<file path="src/rtl/lsc_pkg.sv">
package lsc_pkg;
  // ****************************************
  // Bus addressing
  // ****************************************
  localparam logic [6:0] LSC_DEV_ADDR = 7'h36;
  localparam logic [7:0] LSC_ADDR_FLAGS = 8'h03;
  localparam logic [7:0] LSC_ADDR_GATE = 8'h04;
  localparam logic [7:0] LSC_ADDR_THRESH = 8'h05;
  localparam logic [7:0] LSC_ADDR_PCUR = 8'h06;
  localparam logic [7:0] LSC_ADDR_PTIME = 8'h07;
  localparam logic [7:0] LSC_ADDR_VIN = 8'h08;
  localparam logic [7:0] LSC_ADDR_TAG = 8'h09;
  localparam logic [7:0] LSC_ADDR_XTRIP = 8'h0E;
  localparam logic [7:0] LSC_ADDR_RAMP = 8'h0F;
  // ****************************************
  // Reset values and field masks
  // ****************************************
  localparam logic [7:0] LSC_RST_GATE = 8'hF7;
  localparam logic [7:0] LSC_RST_THRESH = 8'h30;
  localparam logic [7:0] LSC_RST_RAMP = 8'h02;
  localparam logic [7:0] LSC_RST_ZERO = 8'h00;
  localparam logic [7:0] LSC_MASK_FLAGS = 8'h07;
  localparam logic [7:0] LSC_MASK_GATE = 8'hF7;
  localparam logic [7:0] LSC_MASK_THRESH = 8'h7B;
  localparam logic [7:0] LSC_MASK_PCUR = 8'h0F;
  localparam logic [7:0] LSC_MASK_XTRIP = 8'h03;
  localparam logic [7:0] LSC_MASK_RAMP = 8'h07;
  localparam int LSC_BIT_SURGE = 2;
  localparam int LSC_BIT_SHORT = 1;
  localparam int LSC_BIT_HEAT = 0;
  localparam int LSC_BIT_SRC_SEL = 3;
  localparam int LSC_GATE_STS_LSB = 4;
  // ****************************************
  // Serial engine states
  // ****************************************
  typedef enum logic [2:0] {
    LSC_IDLE, LSC_DEVADR, LSC_ACK_DEV, LSC_WR_BYTE, LSC_ACK_WR,
    LSC_RD_BYTE, LSC_ACK_RD
  } lsc_state_t;
endpackage

</file>
<file path="src/rtl/lsc_regs.sv">
`timescale 1ns/1ps
// Contract
// - Alert low while any unmasked flag set
// - Overvoltage trip sets flag bit 2
// - Short-circuit trip sets flag bit 1
// - Over-temperature trip sets flag bit 0
// - Mask gates flag and status interrupts
// - Mask one passes; resets F7
// - Mask bits map status and flag sources
// - Source select: pin or register threshold
// - Fine trim bits 6:4, reset 3
// - Coarse threshold bits 1:0, reset 0
// - Probe current setting bits 3:0
// - Pulse width and duty, reset 0
// - Read-only input voltage code register
// - Extra trip level bits 1:0
// - Ramp rate trim bits 2:0, reset 2
// - Status bit rises raise interrupt
// - No general call, stretching, 10-bit
// - Answers at write 6C, read 6D
module lsc_regs import lsc_pkg::*; (
  input wire logic clk,
  input wire logic sys_rst,
  input wire logic scl_in,
  input wire logic sda_in,
  output logic sda_out,
  output logic sda_oe,
  input wire logic surge_trip,
  input wire logic short_trip,
  input wire logic heat_trip,
  input wire logic input_present_state,
  input wire logic below_tag_state,
  input wire logic detect_timer_expired_state,
  input wire logic switch_closed_state,
  input wire logic [7:0] input_voltage_code,
  output logic alert_n,
  output logic threshold_source_select,
  output logic [2:0] fine_trim,
  output logic [1:0] coarse_threshold,
  output logic [3:0] probe_current_setting,
  output logic [3:0] probe_pulse_width,
  output logic [3:0] probe_duty_setting,
  output logic [7:0] tag_voltage_code,
  output logic [1:0] extra_trip_setting,
  output logic [2:0] ramp_rate_setting
);
  // ****************************************
  // Input synchronisers
  // ****************************************
  logic [9:0] sync_a;
  logic [9:0] sync_b;
  logic scl_q;
  logic sda_q;
  always_ff @(posedge clk) begin
    if (sys_rst) begin
      // Idle levels: lines high, trips and status low.
      // Anything else would read as an edge just after reset.
      sync_a <= 10'h300;
      sync_b <= 10'h300;
    end else begin
      sync_a <= {scl_in, sda_in, surge_trip, short_trip, heat_trip,
                 input_present_state, below_tag_state,
                 detect_timer_expired_state, switch_closed_state, 1'b0};
      sync_b <= sync_a;
    end
  end
  logic scl_s, sda_s;
  logic [2:0] trip_s;
  logic [3:0] sts_s;
  assign scl_s = sync_b[9];
  assign sda_s = sync_b[8];
  assign trip_s = sync_b[7:5];
  assign sts_s = sync_b[4:1];
  // ADC code taken as levels; a code changing mid-sample may tear
  logic [7:0] vin_a;
  logic [7:0] vin_b;
  always_ff @(posedge clk) begin
    if (sys_rst) begin
      vin_a <= LSC_RST_ZERO;
      vin_b <= LSC_RST_ZERO;
    end else begin
      vin_a <= input_voltage_code;
      vin_b <= vin_a;
    end
  end
  always_ff @(posedge clk) begin
    if (sys_rst) begin
      scl_q <= 1'b1;
      sda_q <= 1'b1;
    end else begin
      scl_q <= scl_s;
      sda_q <= sda_s;
    end
  end
  logic scl_rise, scl_fall, start_c, stop_c;
  assign scl_rise = scl_s & ~scl_q;
  assign scl_fall = ~scl_s & scl_q;
  assign start_c = scl_s & scl_q & sda_q & ~sda_s;
  assign stop_c = scl_s & scl_q & ~sda_q & sda_s;
  // ****************************************
  // Serial engine
  // ****************************************
  lsc_state_t state;
  logic [7:0] shift;
  logic [2:0] bit_cnt;
  logic have_ptr;
  logic [7:0] ptr;
  logic [7:0] tx;
  logic wr_stb;
  logic rd_stb;
  logic [7:0] rd_data;
  // Eighth bit seen; the SCL fall that follows START must not count
  logic byte_full;
  // Last acked byte was data, so the pointer moves on
  logic data_acked;
  function automatic logic [7:0] lsc_read(input logic [7:0] a,
                                          input logic [7:0] f,
                                          input logic [7:0] g,
                                          input logic [7:0] t,
                                          input logic [7:0] c,
                                          input logic [7:0] p,
                                          input logic [7:0] v,
                                          input logic [7:0] tg,
                                          input logic [7:0] x,
                                          input logic [7:0] r);
    unique case (a)
      LSC_ADDR_FLAGS: lsc_read = f;
      LSC_ADDR_GATE: lsc_read = g;
      LSC_ADDR_THRESH: lsc_read = t;
      LSC_ADDR_PCUR: lsc_read = c;
      LSC_ADDR_PTIME: lsc_read = p;
      LSC_ADDR_VIN: lsc_read = v;
      LSC_ADDR_TAG: lsc_read = tg;
      LSC_ADDR_XTRIP: lsc_read = x;
      LSC_ADDR_RAMP: lsc_read = r;
      default: lsc_read = LSC_RST_ZERO;
    endcase
  endfunction
  logic [7:0] flags, gate, thresh, pcur, ptime, tagv, xtrip, ramp;
  assign rd_data = lsc_read(ptr, flags, gate, thresh, pcur, ptime, vin_b,
                            tagv, xtrip, ramp);
  // Never holds SCL low: data changes only after a falling edge
  always_ff @(posedge clk) begin
    if (sys_rst) begin
      state <= LSC_IDLE;
      shift <= LSC_RST_ZERO;
      bit_cnt <= 3'h0;
      have_ptr <= 1'b0;
      ptr <= LSC_RST_ZERO;
      tx <= LSC_RST_ZERO;
      sda_out <= 1'b0;
      sda_oe <= 1'b0;
      wr_stb <= 1'b0;
      rd_stb <= 1'b0;
      byte_full <= 1'b0;
      data_acked <= 1'b0;
    end else begin
      wr_stb <= 1'b0;
      rd_stb <= 1'b0;
      if (start_c) begin
        state <= LSC_DEVADR;
        bit_cnt <= 3'h0;
        have_ptr <= 1'b0;
        sda_oe <= 1'b0;
        byte_full <= 1'b0;
        data_acked <= 1'b0;
      end else if (stop_c) begin
        state <= LSC_IDLE;
        sda_oe <= 1'b0;
      end else begin
        unique case (state)
          LSC_IDLE: sda_oe <= 1'b0;
          LSC_DEVADR, LSC_WR_BYTE: begin
            if (scl_rise) begin
              shift <= {shift[6:0], sda_s};
              bit_cnt <= bit_cnt + 3'h1;
              byte_full <= (bit_cnt == 3'h7);
            end
            if (scl_fall && byte_full && state == LSC_DEVADR &&
                shift[7:1] != LSC_DEV_ADDR) begin
              // General call and foreign addresses go unanswered
              state <= LSC_IDLE;
            end else if (scl_fall && byte_full &&
                         state == LSC_DEVADR) begin
              state <= LSC_ACK_DEV;
              sda_oe <= 1'b1;
              byte_full <= 1'b0;
            end else if (scl_fall && byte_full) begin
              state <= LSC_ACK_WR;
              sda_oe <= 1'b1;
              byte_full <= 1'b0;
              if (have_ptr) begin
                wr_stb <= 1'b1;
                data_acked <= 1'b1;
              end else begin
                ptr <= shift;
                have_ptr <= 1'b1;
              end
            end
          end
          LSC_ACK_DEV: begin
            if (scl_fall && shift[0]) begin
              state <= LSC_RD_BYTE;
              tx <= rd_data;
              rd_stb <= 1'b1;
              sda_oe <= ~rd_data[7];
            end else if (scl_fall) begin
              state <= LSC_WR_BYTE;
              sda_oe <= 1'b0;
            end
          end
          LSC_ACK_WR: begin
            if (scl_fall) begin
              state <= LSC_WR_BYTE;
              sda_oe <= 1'b0;
              data_acked <= 1'b0;
              // Only a data byte advances the pointer
              if (data_acked) begin
                ptr <= ptr + 8'h01;
              end
            end
          end
          LSC_RD_BYTE: begin
            if (scl_fall) begin
              bit_cnt <= bit_cnt + 3'h1;
              if (bit_cnt == 3'h7) begin
                state <= LSC_ACK_RD;
                sda_oe <= 1'b0;
                ptr <= ptr + 8'h01;
              end else begin
                tx <= {tx[6:0], 1'b0};
                sda_oe <= ~tx[6];
              end
            end
          end
          LSC_ACK_RD: begin
            // NACK ends the read; only START or STOP follows
            if (scl_rise && sda_s) begin
              state <= LSC_IDLE;
            end else if (scl_fall) begin
              state <= LSC_RD_BYTE;
              bit_cnt <= 3'h0;
              tx <= rd_data;
              rd_stb <= 1'b1;
              sda_oe <= ~rd_data[7];
            end
          end
          // Eighth encoding is unused
          default: state <= LSC_IDLE;
        endcase
      end
    end
  end
  // ****************************************
  // Writable registers
  // ****************************************
  logic [7:0] wr_addr;
  assign wr_addr = ptr;
  always_ff @(posedge clk) begin
    if (sys_rst) begin
      gate <= LSC_RST_GATE;
      thresh <= LSC_RST_THRESH;
      pcur <= LSC_RST_ZERO;
      ptime <= LSC_RST_ZERO;
      tagv <= LSC_RST_ZERO;
      xtrip <= LSC_RST_ZERO;
      ramp <= LSC_RST_RAMP;
    end else if (wr_stb) begin
      unique case (wr_addr)
        LSC_ADDR_GATE: gate <= shift & LSC_MASK_GATE;
        LSC_ADDR_THRESH: thresh <= shift & LSC_MASK_THRESH;
        LSC_ADDR_PCUR: pcur <= shift & LSC_MASK_PCUR;
        LSC_ADDR_PTIME: ptime <= shift;
        LSC_ADDR_TAG: tagv <= shift;
        LSC_ADDR_XTRIP: xtrip <= shift & LSC_MASK_XTRIP;
        LSC_ADDR_RAMP: ramp <= shift & LSC_MASK_RAMP;
        default: ;
      endcase
    end
  end
  // ****************************************
  // Event flags and status edges
  // ****************************************
  logic [2:0] trip_q;
  logic [3:0] sts_q;
  logic [3:0] sts_evt;
  logic clr_flags;
  assign clr_flags = rd_stb && ptr == LSC_ADDR_FLAGS;
  always_ff @(posedge clk) begin
    if (sys_rst) begin
      trip_q <= 3'h0;
      sts_q <= 4'h0;
      flags <= LSC_RST_ZERO;
      sts_evt <= 4'h0;
    end else begin
      trip_q <= trip_s;
      sts_q <= sts_s;
      // Set wins over read-clear so no trip is lost
      flags <= ((clr_flags ? LSC_RST_ZERO : flags) |
        {5'h00, trip_s & ~trip_q}) & LSC_MASK_FLAGS;
      // Status events stay pending until a flag read
      sts_evt <= (clr_flags ? 4'h0 : sts_evt) | (sts_s & ~sts_q);
    end
  end
  logic [7:0] pending;
  assign pending = {sts_evt, 1'b0, flags[2:0]};
  always_ff @(posedge clk) begin
    if (sys_rst) begin
      alert_n <= 1'b1;
    end else begin
      alert_n <= ~|(pending & gate);
    end
  end
  // ****************************************
  // Field outputs
  // ****************************************
  always_ff @(posedge clk) begin
    if (sys_rst) begin
      threshold_source_select <= 1'b0;
      fine_trim <= 3'h3;
      coarse_threshold <= 2'h0;
      probe_current_setting <= 4'h0;
      probe_pulse_width <= 4'h0;
      probe_duty_setting <= 4'h0;
      tag_voltage_code <= LSC_RST_ZERO;
      extra_trip_setting <= 2'h0;
      ramp_rate_setting <= 3'h2;
    end else begin
      threshold_source_select <= thresh[LSC_BIT_SRC_SEL];
      fine_trim <= thresh[6:4];
      coarse_threshold <= thresh[1:0];
      probe_current_setting <= pcur[3:0];
      probe_pulse_width <= ptime[7:4];
      probe_duty_setting <= ptime[3:0];
      tag_voltage_code <= tagv;
      extra_trip_setting <= xtrip[1:0];
      ramp_rate_setting <= ramp[2:0];
    end
  end
endmodule // lsc_regs

</file>
<file path="config.mk">
export PLATFORM = sky130hd
export DESIGN_NAME = lsc_regs
export DESIGN_NICKNAME = d
export VERILOG_FILES = /design/src/rtl/lsc_pkg.sv /design/src/rtl/lsc_regs.sv
export SDC_FILE = /design/constraint.sdc
export NUM_CORES = 1
export LEC_CHECK = 0
export ABC_CLOCK_PERIOD_IN_PS = 3400
export BUFFER_PORTS_ARGS = -buffer_cell sky130_fd_sc_hd__buf_4
export CAP_MARGIN = 20
export CORE_MARGIN = 10
export CORE_UTILIZATION = 50
export CTS_CLUSTER_DIAMETER = 100
export DETAILED_ROUTE_END_ITERATION = 10
export PLACE_DENSITY_LB_ADDON = 0.12
export SLEW_MARGIN = 20
export SYNTH_ARGS = -nofsm -noshare
export SYNTH_HDL_FRONTEND = slang
export SYNTH_SLANG_ARGS = --single-unit
</file>
<file path="constraint.sdc">
create_clock -name clk -period 3.4 [get_ports clk]
set_clock_uncertainty 0.05 [all_clocks]
set_input_delay 0.68 -clock clk [delete_from_list [all_inputs] [get_ports clk]]
set_output_delay 0.68 -clock clk [all_outputs]
set_load 0.02 [all_outputs]
</file>
== Yosys cells after proc, flatten, opt, wreduce, memory -nomap -nowiden ==
Cells that the tools add are included.
Storage, ports and cells
  bits in latches: 0
  word-level logic and storage cells: 203
  bits in registers: 157
  memory bits (writable): 0
  bits of input ports: 19
  memories: 0
  memory bits (read-only): 0
  output and inout bits: 34
Operators by class
  mux-type cells: 60
  eq/ne operators: 39
  add/sub/neg operators: 2
  reductions and logical operators: 35
  multiply operators: 0
  bitwise logic cells: 27
  div/mod/pow operators: 0
  order comparisons: 0
  shifts and indexed selects: 0
Operators by type and width (number)
  $pmux W8 S9: 1
  $mux W8: 8
  $mux W3: 14
  $mux W7: 5
  $eq A8 B3 Y1 const B: 4
  $eq A8 B4 Y1 const B: 4
  $ne A2 B2 Y1 const B: 14
  $mux W1: 24
  $pmux W8 S3: 1
  $pmux W7 S3: 1
  $pmux W3 S6: 1
  $reduce_and A2 Y1: 8
  $reduce_and A5 Y1: 3
  $not A1 Y1: 13
  $eq A3 B3 Y1 const B: 4
  $ne A4 B4 Y1 const B: 3
  $reduce_and A6 Y1: 2
  $reduce_and A11 Y1: 1
  $ne A3 B3 Y1 const B: 3
  $pmux W3 S3: 1
  $reduce_bool A3 Y1: 3
  $add A8 B1 Y8 const B: 1
  $and A8 B8 Y8: 1
  $eq A8 B2 Y1 const B: 1
  28 further kinds: 42

== Longest topological paths before layout ==
Gate-level depths: netlist (run 1).
  word-level depth: 9
  mapped depth: 9
  depth with buffers taken out: 7

== Worst setup path after synthesis (run 1) ==
No wires, ideal clock.
  path type: register to register
  start point: reg bit_cnt[0]
  end point: reg ptr[0]
  period minus slack after synthesis: 2044 ps
  required time: 3276 ps
  buffers on the path: 1
  library setup time: 74 ps
  arrival time: 1920 ps
  slack: 1356 ps
  cell stages (with the launch flop): 9
  cells stage by stage: dfxtp_1 -> ha_1 -> ha_1 -> and3b_1 -> a211oi_1 -> or3_1 -> buf_2 -> or4_1 -> a31oi_1
On the way
  longest elaborated chain between the ends: 3
Ends and longest elaborated chain
  from (decl): RTL line lsc_regs.sv:105  | logic [2:0] bit_cnt;
  from (signal assigned): RTL line lsc_regs.sv:176  | bit_cnt <= bit_cnt + 3'h1;
  from (signal assigned): RTL line lsc_regs.sv:225  | bit_cnt <= bit_cnt + 3'h1;
  $eq A3 B3 Y1: RTL line lsc_regs.sv:226  | if (bit_cnt == 3'h7) begin
  $ne A2 B2 Y1 (no line)
  $reduce_and A11 Y1 (no line)
  to (signal assigned): RTL line lsc_regs.sv:196  | ptr <= shift;
  to (signal assigned): RTL line lsc_regs.sv:219  | ptr <= ptr + 8'h01;
  to (signal assigned): RTL line lsc_regs.sv:229  | ptr <= ptr + 8'h01;
  to (decl): RTL line lsc_regs.sv:107  | logic [7:0] ptr;
No other way between the ends.
A chain may end at the register's enable or synchronous reset.

== Worst setup path after layout (run 1) ==
  start point: reg ptr[2]
  end point: reg thresh[6]
On the way
  longest elaborated chain between the ends: 2
Ends and longest elaborated chain
  $eq A8 B3 Y1: RTL line lsc_regs.sv:269  | unique case (wr_addr)
  $reduce_and A2 Y1 (no line)
  to (signal assigned): RTL line lsc_regs.sv:271  | LSC_ADDR_THRESH: thresh <= shift & LSC_MASK_THRESH;
  to (decl): RTL line lsc_regs.sv:139  | logic [7:0] flags, gate, thresh, pcur, ptime, tagv, xtrip, ramp;
No other way between the ends.

==> impl_summary.log, run 1 <==
INFO  metric synthesis.instances = 683
INFO  metric drt_wirelength = around 16000 microns
INFO  metric avgSynthCellArea = 9.08 sq um
INFO  metric hold_viol_final = 0
INFO  metric power.sequential.fraction = 0.474
INFO  metric grt_start_max_net_pins = 65
INFO  metric final_cell_mix = 155 x sky130_fd_sc_hd__dfxtp_1, 70 x sky130_fd_sc_hd__nor2b_1, 67 x sky130_fd_sc_hd__nand2_1
INFO  metric clock_power_share = 0.483
INFO  metric overflow = 0
INFO  metric critPathArrivalTime = 2.83 ns
INFO  metric async_reset_ff_frac = 0
INFO  metric rr_endpoint = thresh[6]$_SDFFE_PP0P_
INFO  metric net-switching-power = 835 uW
INFO  metric min-delay-start = sync_a[9]$_SDFF_PP1_
INFO  metric critical_path_end_type = flip-flop
INFO  metric die_x = 131 microns
INFO  metric layout_commonest_cell = sky130_fd_sc_hd__dfxtp_1
INFO  metric antenna-diode-count = 0
INFO  metric power_density = 547 nW/um^2
INFO  metric cts.reportedPaths.clkPinSlew = 0.06 ns
INFO  metric start_util = 0.514
INFO  metric power.total = 3960 uW
INFO  metric r2r_start = ptr[2]$_SDFFE_PP0P_
INFO  metric synth_edf_count = 0
INFO  metric fin_tns_setup = 0 ns
INFO  metric ant_nets = 0
INFO  metric fp.coreArea = 12100 sq um
INFO  metric clkSinkCount = 155
INFO  metric netlist_area = around 6200 sq um
INFO  metric final_core_utilization = 0.600
INFO  metric numPortBuffers = 51
INFO  metric place_inst = 860
INFO  metric stdcell_area = roughly 7200 sq um
INFO  metric post_synth_num_cell_types = 66
INFO  metric power_leakage = 0.00293 uW
INFO  metric setup_viol = 0
INFO  metric ctsLongestPathBuffers = 2
INFO  metric synth-seq-cells = 155
INFO  metric clock.fmax = 385 MHz
INFO  metric cp_max_fo = 21
INFO  metric finalWorstPathRequiredPeriod = 2.60 ns
INFO  metric holdPathEnd = sync_b[9]$_SDFF_PP1_
INFO  metric intPower = 3120 uW
INFO  metric nets = 736
INFO  metric netSwitchingFraction = 0.211
INFO  metric die-area = between 15000 and 20000 sq um
INFO  metric syn_to_final_growth = 16.8%
INFO  metric dp_hpwl = between 10000 and 15000 microns
INFO  metric worst_pin_slew = between 0.7 and 0.8 ns
INFO  metric path_cells = nor2b_1 > and3_1 > nand2_1 > nand2_1 > a21oi_1
INFO  metric critical_path.slowest_cell = sky130_fd_sc_hd__dfxtp_1
INFO  metric grt.total_usage = 0.180
INFO  metric count_of_vias_placed_by_the_detailed_router = 5130
INFO  metric min_path_type = flip-flop to flip-flop
INFO  metric count_of_routing_violations_after_the_opening_detailed_route_iteration = ~730
INFO  metric grt_antenna_before_repair = 0
INFO  metric vdd.ir_drop.worst = slightly below 400 uV
INFO  metric fraction_of_layout_cells_with_a_size_suffix_above_1 = 0.145
INFO  metric post_drt_wl_per_cell = ~18 microns
INFO  metric drt_first_pass_iters = 5
INFO  metric cts_made_buffers = 17
INFO  metric ys.warnings.count = 0
INFO  metric worst_r2r_path_depth = 5
INFO  metric p_comb_frac = 0.042
INFO  metric post_dp_cell_area = 6650 sq um
INFO  metric timing.reg2reg.setup_slack = 0.80 ns
INFO  metric timing_max_transition_violations_final = 0
INFO  metric grt_first_pass_wirelength = 25200 microns
INFO  metric crit_path_start_kind = flip-flop
INFO  metric clock_insertion_delay_worst_skew = around 0.42 ns
INFO  metric max_cap_viol_count = 0
INFO  metric layout_worst_path_cycle_share = 0.765
INFO  metric grt_setup_unrepaired = false
INFO  metric min_path_cells = 1
INFO  metric worst_path_largest_cell_delay = roughly 0.73 ns
INFO  metric vias_per_cell = roughly 5.8
INFO  metric postCtsSetupRepairBufs = 0
INFO  metric routabilityCongestion = ~0.94
INFO  metric tritoncts = yes
INFO  metric h-tree-depth = 4
INFO  metric cts_repair_resize_count = 0
INFO  metric rows = 40
INFO  metric number_of_global_route_vias_before_repair = 4829
INFO  metric cp_common_cell = sky130_fd_sc_hd__nand2_1
INFO  metric crit_required = about 3.6 ns
INFO  metric fillerInstances = 1078
INFO  metric cts.hold.buffers_added = 0
INFO  metric die_height = 131 microns
INFO  metric finish.cell_count_without_fillers = 891
INFO  metric synth_seq_area_share = 0.501
INFO  metric dominant_register_cell_in_the_synthesized_netlist = sky130_fd_sc_hd__dfxtp_1
INFO  metric post-route-drc-count = 0
INFO  metric timing_worst_setup_path_type = flip-flop to flip-flop
INFO  metric outcome = complete, no violations
INFO  metric max_slew_margin = 0.474
INFO  metric synth_nets = between 700 and 800
INFO  metric cts.root.buffer_cell = sky130_fd_sc_hd__clkbuf_16
INFO  metric design.portCount = 53
-- cells by family after synthesis --
family | after synthesis | share of synthesized area
buffers and inverters | 66 | 0.0432
muxes | 16 | 0.0281
other | 1 | 0.000605
xor gates and xnor gates | 1 | 0.00141
AOI/OAI and AO/OA | 156 | 0.178
and+or+nand+nor | 282 | 0.237
DFF | 155 | 0.501
adders and majority gates | 6 | 0.0121
-- critical path, delay by kind of cell (launching register included) --
| kind | cells | cell delay (ns) |
|---|---|---|
| AO/OA/AOI/OAI | 1 | 0.07 |
| flip-flops | 1 | 0.73 |
| AND/OR/NAND/NOR | 4 | 1.61 |
-- area by class of cell --
type	count	area [sq um]	area share
Clock buffer	24	482	0.0665
Multi-Input combinational cell	462	2830	0.391
Tap cell	168	210	0.0290
Clock inverter	7	114	0.0157
Timing Repair Buffer	59	443	0.0612
Inverter	16	60.1	0.00829
Sequential cell	155	3100	0.429
-- layer usage --
layer	wire length, microns	vias up	track usage
met5	0	-	0
met4	309	0	0.0698
met3	1180	30	0.0511
met2	7020	215	0.264
met1	7130	2420	0.243
li1	-	2465	-
-- synth_stat cells (3+ instances only) --
cell | number | area share
sky130_fd_sc_hd__nand3_1 | 49 | 0.040
sky130_fd_sc_hd__and2_1 | 4 | 0.0040
sky130_fd_sc_hd__a221oi_1 | 4 | 0.0057
sky130_fd_sc_hd__a22o_1 | 12 | 0.017
sky130_fd_sc_hd__dfxtp_1 | 155 | 0.50
sky130_fd_sc_hd__nand4_1 | 7 | 0.0071
sky130_fd_sc_hd__a21oi_1 | 39 | 0.031
sky130_fd_sc_hd__and3_1 | 5 | 0.0050
sky130_fd_sc_hd__buf_4 | 3 | 0.0036
sky130_fd_sc_hd__clkbuf_1 | 39 | 0.024
sky130_fd_sc_hd__nand2b_1 | 9 | 0.0091
sky130_fd_sc_hd__a21o_1 | 3 | 0.0036
sky130_fd_sc_hd__nor3_1 | 7 | 0.0057
sky130_fd_sc_hd__o211ai_1 | 4 | 0.0048
sky130_fd_sc_hd__a22oi_1 | 9 | 0.011
sky130_fd_sc_hd__inv_1 | 16 | 0.0097
sky130_fd_sc_hd__nor2b_1 | 70 | 0.071
sky130_fd_sc_hd__o21ai_0 | 19 | 0.015
sky130_fd_sc_hd__or2_2 | 11 | 0.011
sky130_fd_sc_hd__nand2_1 | 67 | 0.041
sky130_fd_sc_hd__o21a_1 | 3 | 0.0036
sky130_fd_sc_hd__ha_1 | 6 | 0.012
sky130_fd_sc_hd__a31oi_1 | 9 | 0.0091
sky130_fd_sc_hd__o31ai_1 | 8 | 0.0097
sky130_fd_sc_hd__mux2i_1 | 14 | 0.023
sky130_fd_sc_hd__o22ai_1 | 5 | 0.0050
sky130_fd_sc_hd__a222oi_1 | 4 | 0.0065
sky130_fd_sc_hd__nand3b_1 | 5 | 0.0061
sky130_fd_sc_hd__nor2_1 | 34 | 0.021
sky130_fd_sc_hd__o211a_1 | 4 | 0.0065
sky130_fd_sc_hd__o311ai_0 | 5 | 0.0071
sky130_fd_sc_hd__buf_2 | 7 | 0.0057
-- worst max-delay path by stage --
stage,startpoint,end,slack (ns),depth (start not counted)
2_1_floorplan,bit_cnt[0]$_SDFFE_PP0P_,ptr[0]$_SDFFE_PP0P_,1.36,8
3_3_place_gp,state[2]$_SDFFE_PP0P_,ptr[0]$_SDFFE_PP0P_,0.96,6
3_5_place_dp,ptr[2]$_SDFFE_PP0P_,gate[4]$_SDFFE_PP1P_,0.88,5
4_1_cts,ptr[2]$_SDFFE_PP0P_,gate[1]$_SDFFE_PP1P_,0.88,5
5_1_grt,ptr[2]$_SDFFE_PP0P_,thresh[5]$_SDFFE_PP1P_,0.58,5
6_report,ptr[2]$_SDFFE_PP0P_,thresh[6]$_SDFFE_PP0P_,0.80,5
-- metrics by stage --
stage          setup WS [ns]  hold slack, ns
3_3_place_gp           0.964           0.351
2_1_floorplan           1.36           0.339
6_report               0.799           0.380
4_1_cts                0.879           0.373
5_1_grt                0.578           0.372
3_5_place_dp           0.880           0.353
-- power by group through the flow --
stage	combinational [uW]	sequential, uW	clock, uW
floorplan	127	1900	0
global placement	165	1910	0
detailed placement	167	1920	0
CTS	168	1880	1940
global route	187	1880	2030
finish	168	1880	1910
-- state kept, by name (all words and copies together) (netlist names), 7 cells and up --
register / count
gate: 7
ptime: 8
ptr: 8
shift: 8
sync_a: 9
sync_b: 9
tag_voltage_code: 8
tagv: 8
tx: 7
vin_a: 8
vin_b: 8
Note: power is estimated with default switching activity, not from simulation.
==> inputs of run 2 (changes only) <==
- ABC_CLOCK_PERIOD_IN_PS: 3400 -> 2100
- clock period: 3.4 -> 2.1 ns (I/O delays scaled with it)
==> run 2 against run 1 <==
Compared with the run above:
- non-clock buffer count rose by 46
- combinational power grew 100%
- die area did not move
- via count up 4.6%
- global-route usage is 0.97 points higher
- first-iteration DRC count decreased by 20%
- clock power rose by 42%
- fmax is 27% higher
- utilization up 2.9 points
- design area up 4.9%
- sequential power up 61%
- largest power group is now registers
==> impl_summary.log, run 2 (synthesized netlist as in run 1, its figures left out) <==
INFO  metric crit_required = 2.41 ns (was 3.63 ns)
INFO  metric clock_insertion_delay_worst_skew = 0.43 ns (was 0.42 ns)
INFO  metric die_height = 131 microns (unchanged)
INFO  metric ant_nets = 0 (unchanged)
INFO  metric timing_max_transition_violations_final = 0 (unchanged)
INFO  metric antenna-diode-count = 0 (unchanged)
INFO  metric drt_wirelength = 16700 microns (was 15600 microns)
INFO  metric max_cap_viol_count = 0 (unchanged)
INFO  metric grt_first_pass_wirelength = 26500 microns (was 25200 microns)
INFO  metric hold_ws = 0.134 ns (was 0.380 ns)
INFO  metric fraction_of_layout_cells_with_a_size_suffix_above_1 = 0.221 (was 0.145)
INFO  metric layout_worst_path_cycle_share = 0.973 (was 0.765)
INFO  metric final_core_utilization = 0.630 (was 0.600)
INFO  metric dp_hpwl = 11800 microns (was 10600 microns)
INFO  metric nets = 783 (was 736)
INFO  metric fp.coreArea = 12100 sq um (unchanged)
INFO  metric worst_pin_slew = 0.574 ns (was 0.788 ns)
INFO  metric place_inst = 905 (was 860)
INFO  metric timing.critical_path.buf_inv = 0 (unchanged)
INFO  metric cts_made_buffers = 17 (unchanged)
INFO  metric rows = 40 (unchanged)
INFO  metric die_x = 131 microns (unchanged)
INFO  metric post_drt_wl_per_cell = 17.9 microns (was 17.6 microns)
INFO  metric stdcell_area = 7590 sq um (was 7240 sq um)
INFO  metric worst_path_largest_cell_delay = 0.41 ns (was 0.73 ns)
INFO  metric vias_per_cell = 5.73 (was 5.76)
INFO  metric critical_path.slowest_cell = sky130_fd_sc_hd__or3_4 (was sky130_fd_sc_hd__dfxtp_1)
INFO  metric min_path_type = input pin to flip-flop (was flip-flop to flip-flop)
INFO  metric number_of_global_route_vias_before_repair = 4980 (was 4829)
INFO  metric post-route-drc-count = 0 (unchanged)
INFO  metric routabilityCongestion = 0.890 (was 0.941)
INFO  metric crit_path_start_kind = flip-flop (unchanged)
INFO  metric critical_path_end_type = flip-flop (unchanged)
INFO  metric h-tree-depth = 4 (unchanged)
INFO  metric die-area = 17300 sq um (unchanged)
INFO  metric power_leakage = 0.00313 uW (was 0.00293 uW)
INFO  metric setup_viol = 0 (unchanged)
INFO  metric outcome = complete, no violations (unchanged)
INFO  metric grt.total_usage = 0.189 (was 0.180)
INFO  metric clock.fmax = 489 MHz (was 385 MHz)
INFO  metric count_of_routing_violations_after_the_opening_detailed_route_iteration = 589 (was 732)
INFO  metric fin_tns_setup = 0 ns (unchanged)
INFO  metric largest_registers = sync_a x9, sync_b x9 (unchanged)
INFO  metric post_dp_cell_area = 7010 sq um (was 6650 sq um)
INFO  metric critPathTopFamily = simple AND/OR/NAND/NOR gates (unchanged)
INFO  metric final_cell_mix = 150 x sky130_fd_sc_hd__dfxtp_1, 103 x sky130_fd_sc_hd__buf_4, 70 x sky130_fd_sc_hd__nor2b_1 (was 155 x sky130_fd_sc_hd__dfxtp_1, 70 x sky130_fd_sc_hd__nor2b_1, 67 x sky130_fd_sc_hd__nand2_1)
INFO  metric grt_antenna_before_repair = 0 (unchanged)
INFO  metric timing_worst_setup_path_type = flip-flop to flip-flop (unchanged)
INFO  metric drt_first_pass_iters = 7 (was 5)
INFO  metric cts.hold.buffers_added = 0 (unchanged)
INFO  metric grt_start_max_net_pins = 103 (was 65)
INFO  metric finalWorstPathRequiredPeriod = 2.04 ns (was 2.60 ns)
INFO  metric count_of_vias_placed_by_the_detailed_router = 5366 (was 5130)
INFO  metric cp_max_fo = 5 (was 21)
INFO  metric critPathArrivalTime = 2.35 ns (was 2.83 ns)
INFO  metric hold_viol_final = 0 (unchanged)
INFO  metric syn_to_final_growth = 22.5% (was 16.8%)
INFO  metric clkSinkCount = 155 (unchanged)
INFO  metric numPortBuffers = 51 (unchanged)
INFO  metric design.portCount = 53 (unchanged)
INFO  metric tritoncts = yes (unchanged)
INFO  metric start_util = 0.514 (unchanged)
INFO  metric layout_commonest_cell = sky130_fd_sc_hd__dfxtp_1 (unchanged)
INFO  metric max_slew_margin = 0.618 (was 0.474)
INFO  metric cts.reportedPaths.clkPinSlew = 0.06 ns (about the same)
INFO  metric grt_setup_unrepaired = true (was false)
INFO  metric path_cells = ha_1 > ha_2 > and3b_2 > a211oi_2 > or3_4 > or4_1 > a31oi_1 (was nor2b_1 > and3_1 > nand2_1 > nand2_1 > a21oi_1)
INFO  metric finish.cell_count_without_fillers = 937 (was 891)
INFO  metric ctsLongestPathBuffers = 2 (unchanged)
INFO  metric vdd.ir_drop.worst = 682 uV (was 388 uV)
INFO  metric power_density = 801 nW/um^2 (was 547 nW/um^2)
INFO  metric overflow = 0 (unchanged)
INFO  metric cts.root.buffer_cell = sky130_fd_sc_hd__clkbuf_16 (unchanged)
## run 2: changes by cell type in the layout (fill, tap and decap cells not counted), moves of 3 or more
| cell | before | now |
|---|---|---|
| sky130_fd_sc_hd__dfxtp_2 | 0 | 5 |
| sky130_fd_sc_hd__buf_4 | 59 | 103 |
| sky130_fd_sc_hd__clkinvlp_4 | 0 | 4 |
| sky130_fd_sc_hd__bufinv_16 | 3 | 0 |
| sky130_fd_sc_hd__dfxtp_1 | 155 | 150 |
| sky130_fd_sc_hd__clkbuf_1 | 4 | 0 |
| sky130_fd_sc_hd__ha_2 | 0 | 4 |
| sky130_fd_sc_hd__ha_1 | 6 | 1 |
## run 2: path summary, 6_finish.rpt
check,from,to,slack (ns),depth (start not counted)
hold reg to reg,sync_a[9]$_SDFF_PP1_,sync_b[9]$_SDFF_PP1_,0.37,1
setup reg to reg,bit_cnt[0]$_SDFFE_PP0P_,ptr[0]$_SDFFE_PP0P_,0.06,7
hold / removal,scl_in,sync_a[9]$_SDFF_PP1_,0.13,2
setup / recovery,bit_cnt[0]$_SDFFE_PP0P_,ptr[0]$_SDFFE_PP0P_,0.06,7
## run 2: final cells by class
cell class / instances / area (sq um)
Inverter: 16 / 60.1
Tap cell: 168 / 210
Clock inverter: 11 / 72.6
Fill cell: 1061 / 4470
Timing Repair Buffer: 105 / 813
Multi-Input combinational cell: 463 / 2880
Clock buffer: 19 / 453
Sequential cell: 155 / 3110
## run 2: stage by stage
stage / setup WS (ns) / total power [uW]
6_report: 0.0559 / 6080
5_1_grt: -0.0488 / 6290
4_1_cts: 0.0136 / 6120
3_5_place_dp: -0.0730 / 3410
3_3_place_gp: -0.0546 / 3400
2_1_floorplan: 0.0556 / 3280
## run 2: metal layers
layer	part of all wire	GRT usage	routed length [microns]
met4	0.017	0.0667	291
met1	0.46	0.249	7650
met3	0.074	0.0534	1240
met2	0.45	0.291	7550
met5	0	0	0
## run 2: what timing repair did
| action | CTS | global route |
|---|---|---|
| gates cloned | 0 | 1 |
| resized for setup | 2 | 17 |
| buffers inserted | 0 | 1 |
| pin swaps | 1 | 3 |
| endpoints found under the setup margin | 6 | 16 |
## run 2: power by group
group          leakage [uW]  switching (uW)  internal, uW
clock              0.000253            1170          1550
combinational       0.00162             191           145
sequential          0.00126            30.0          2990
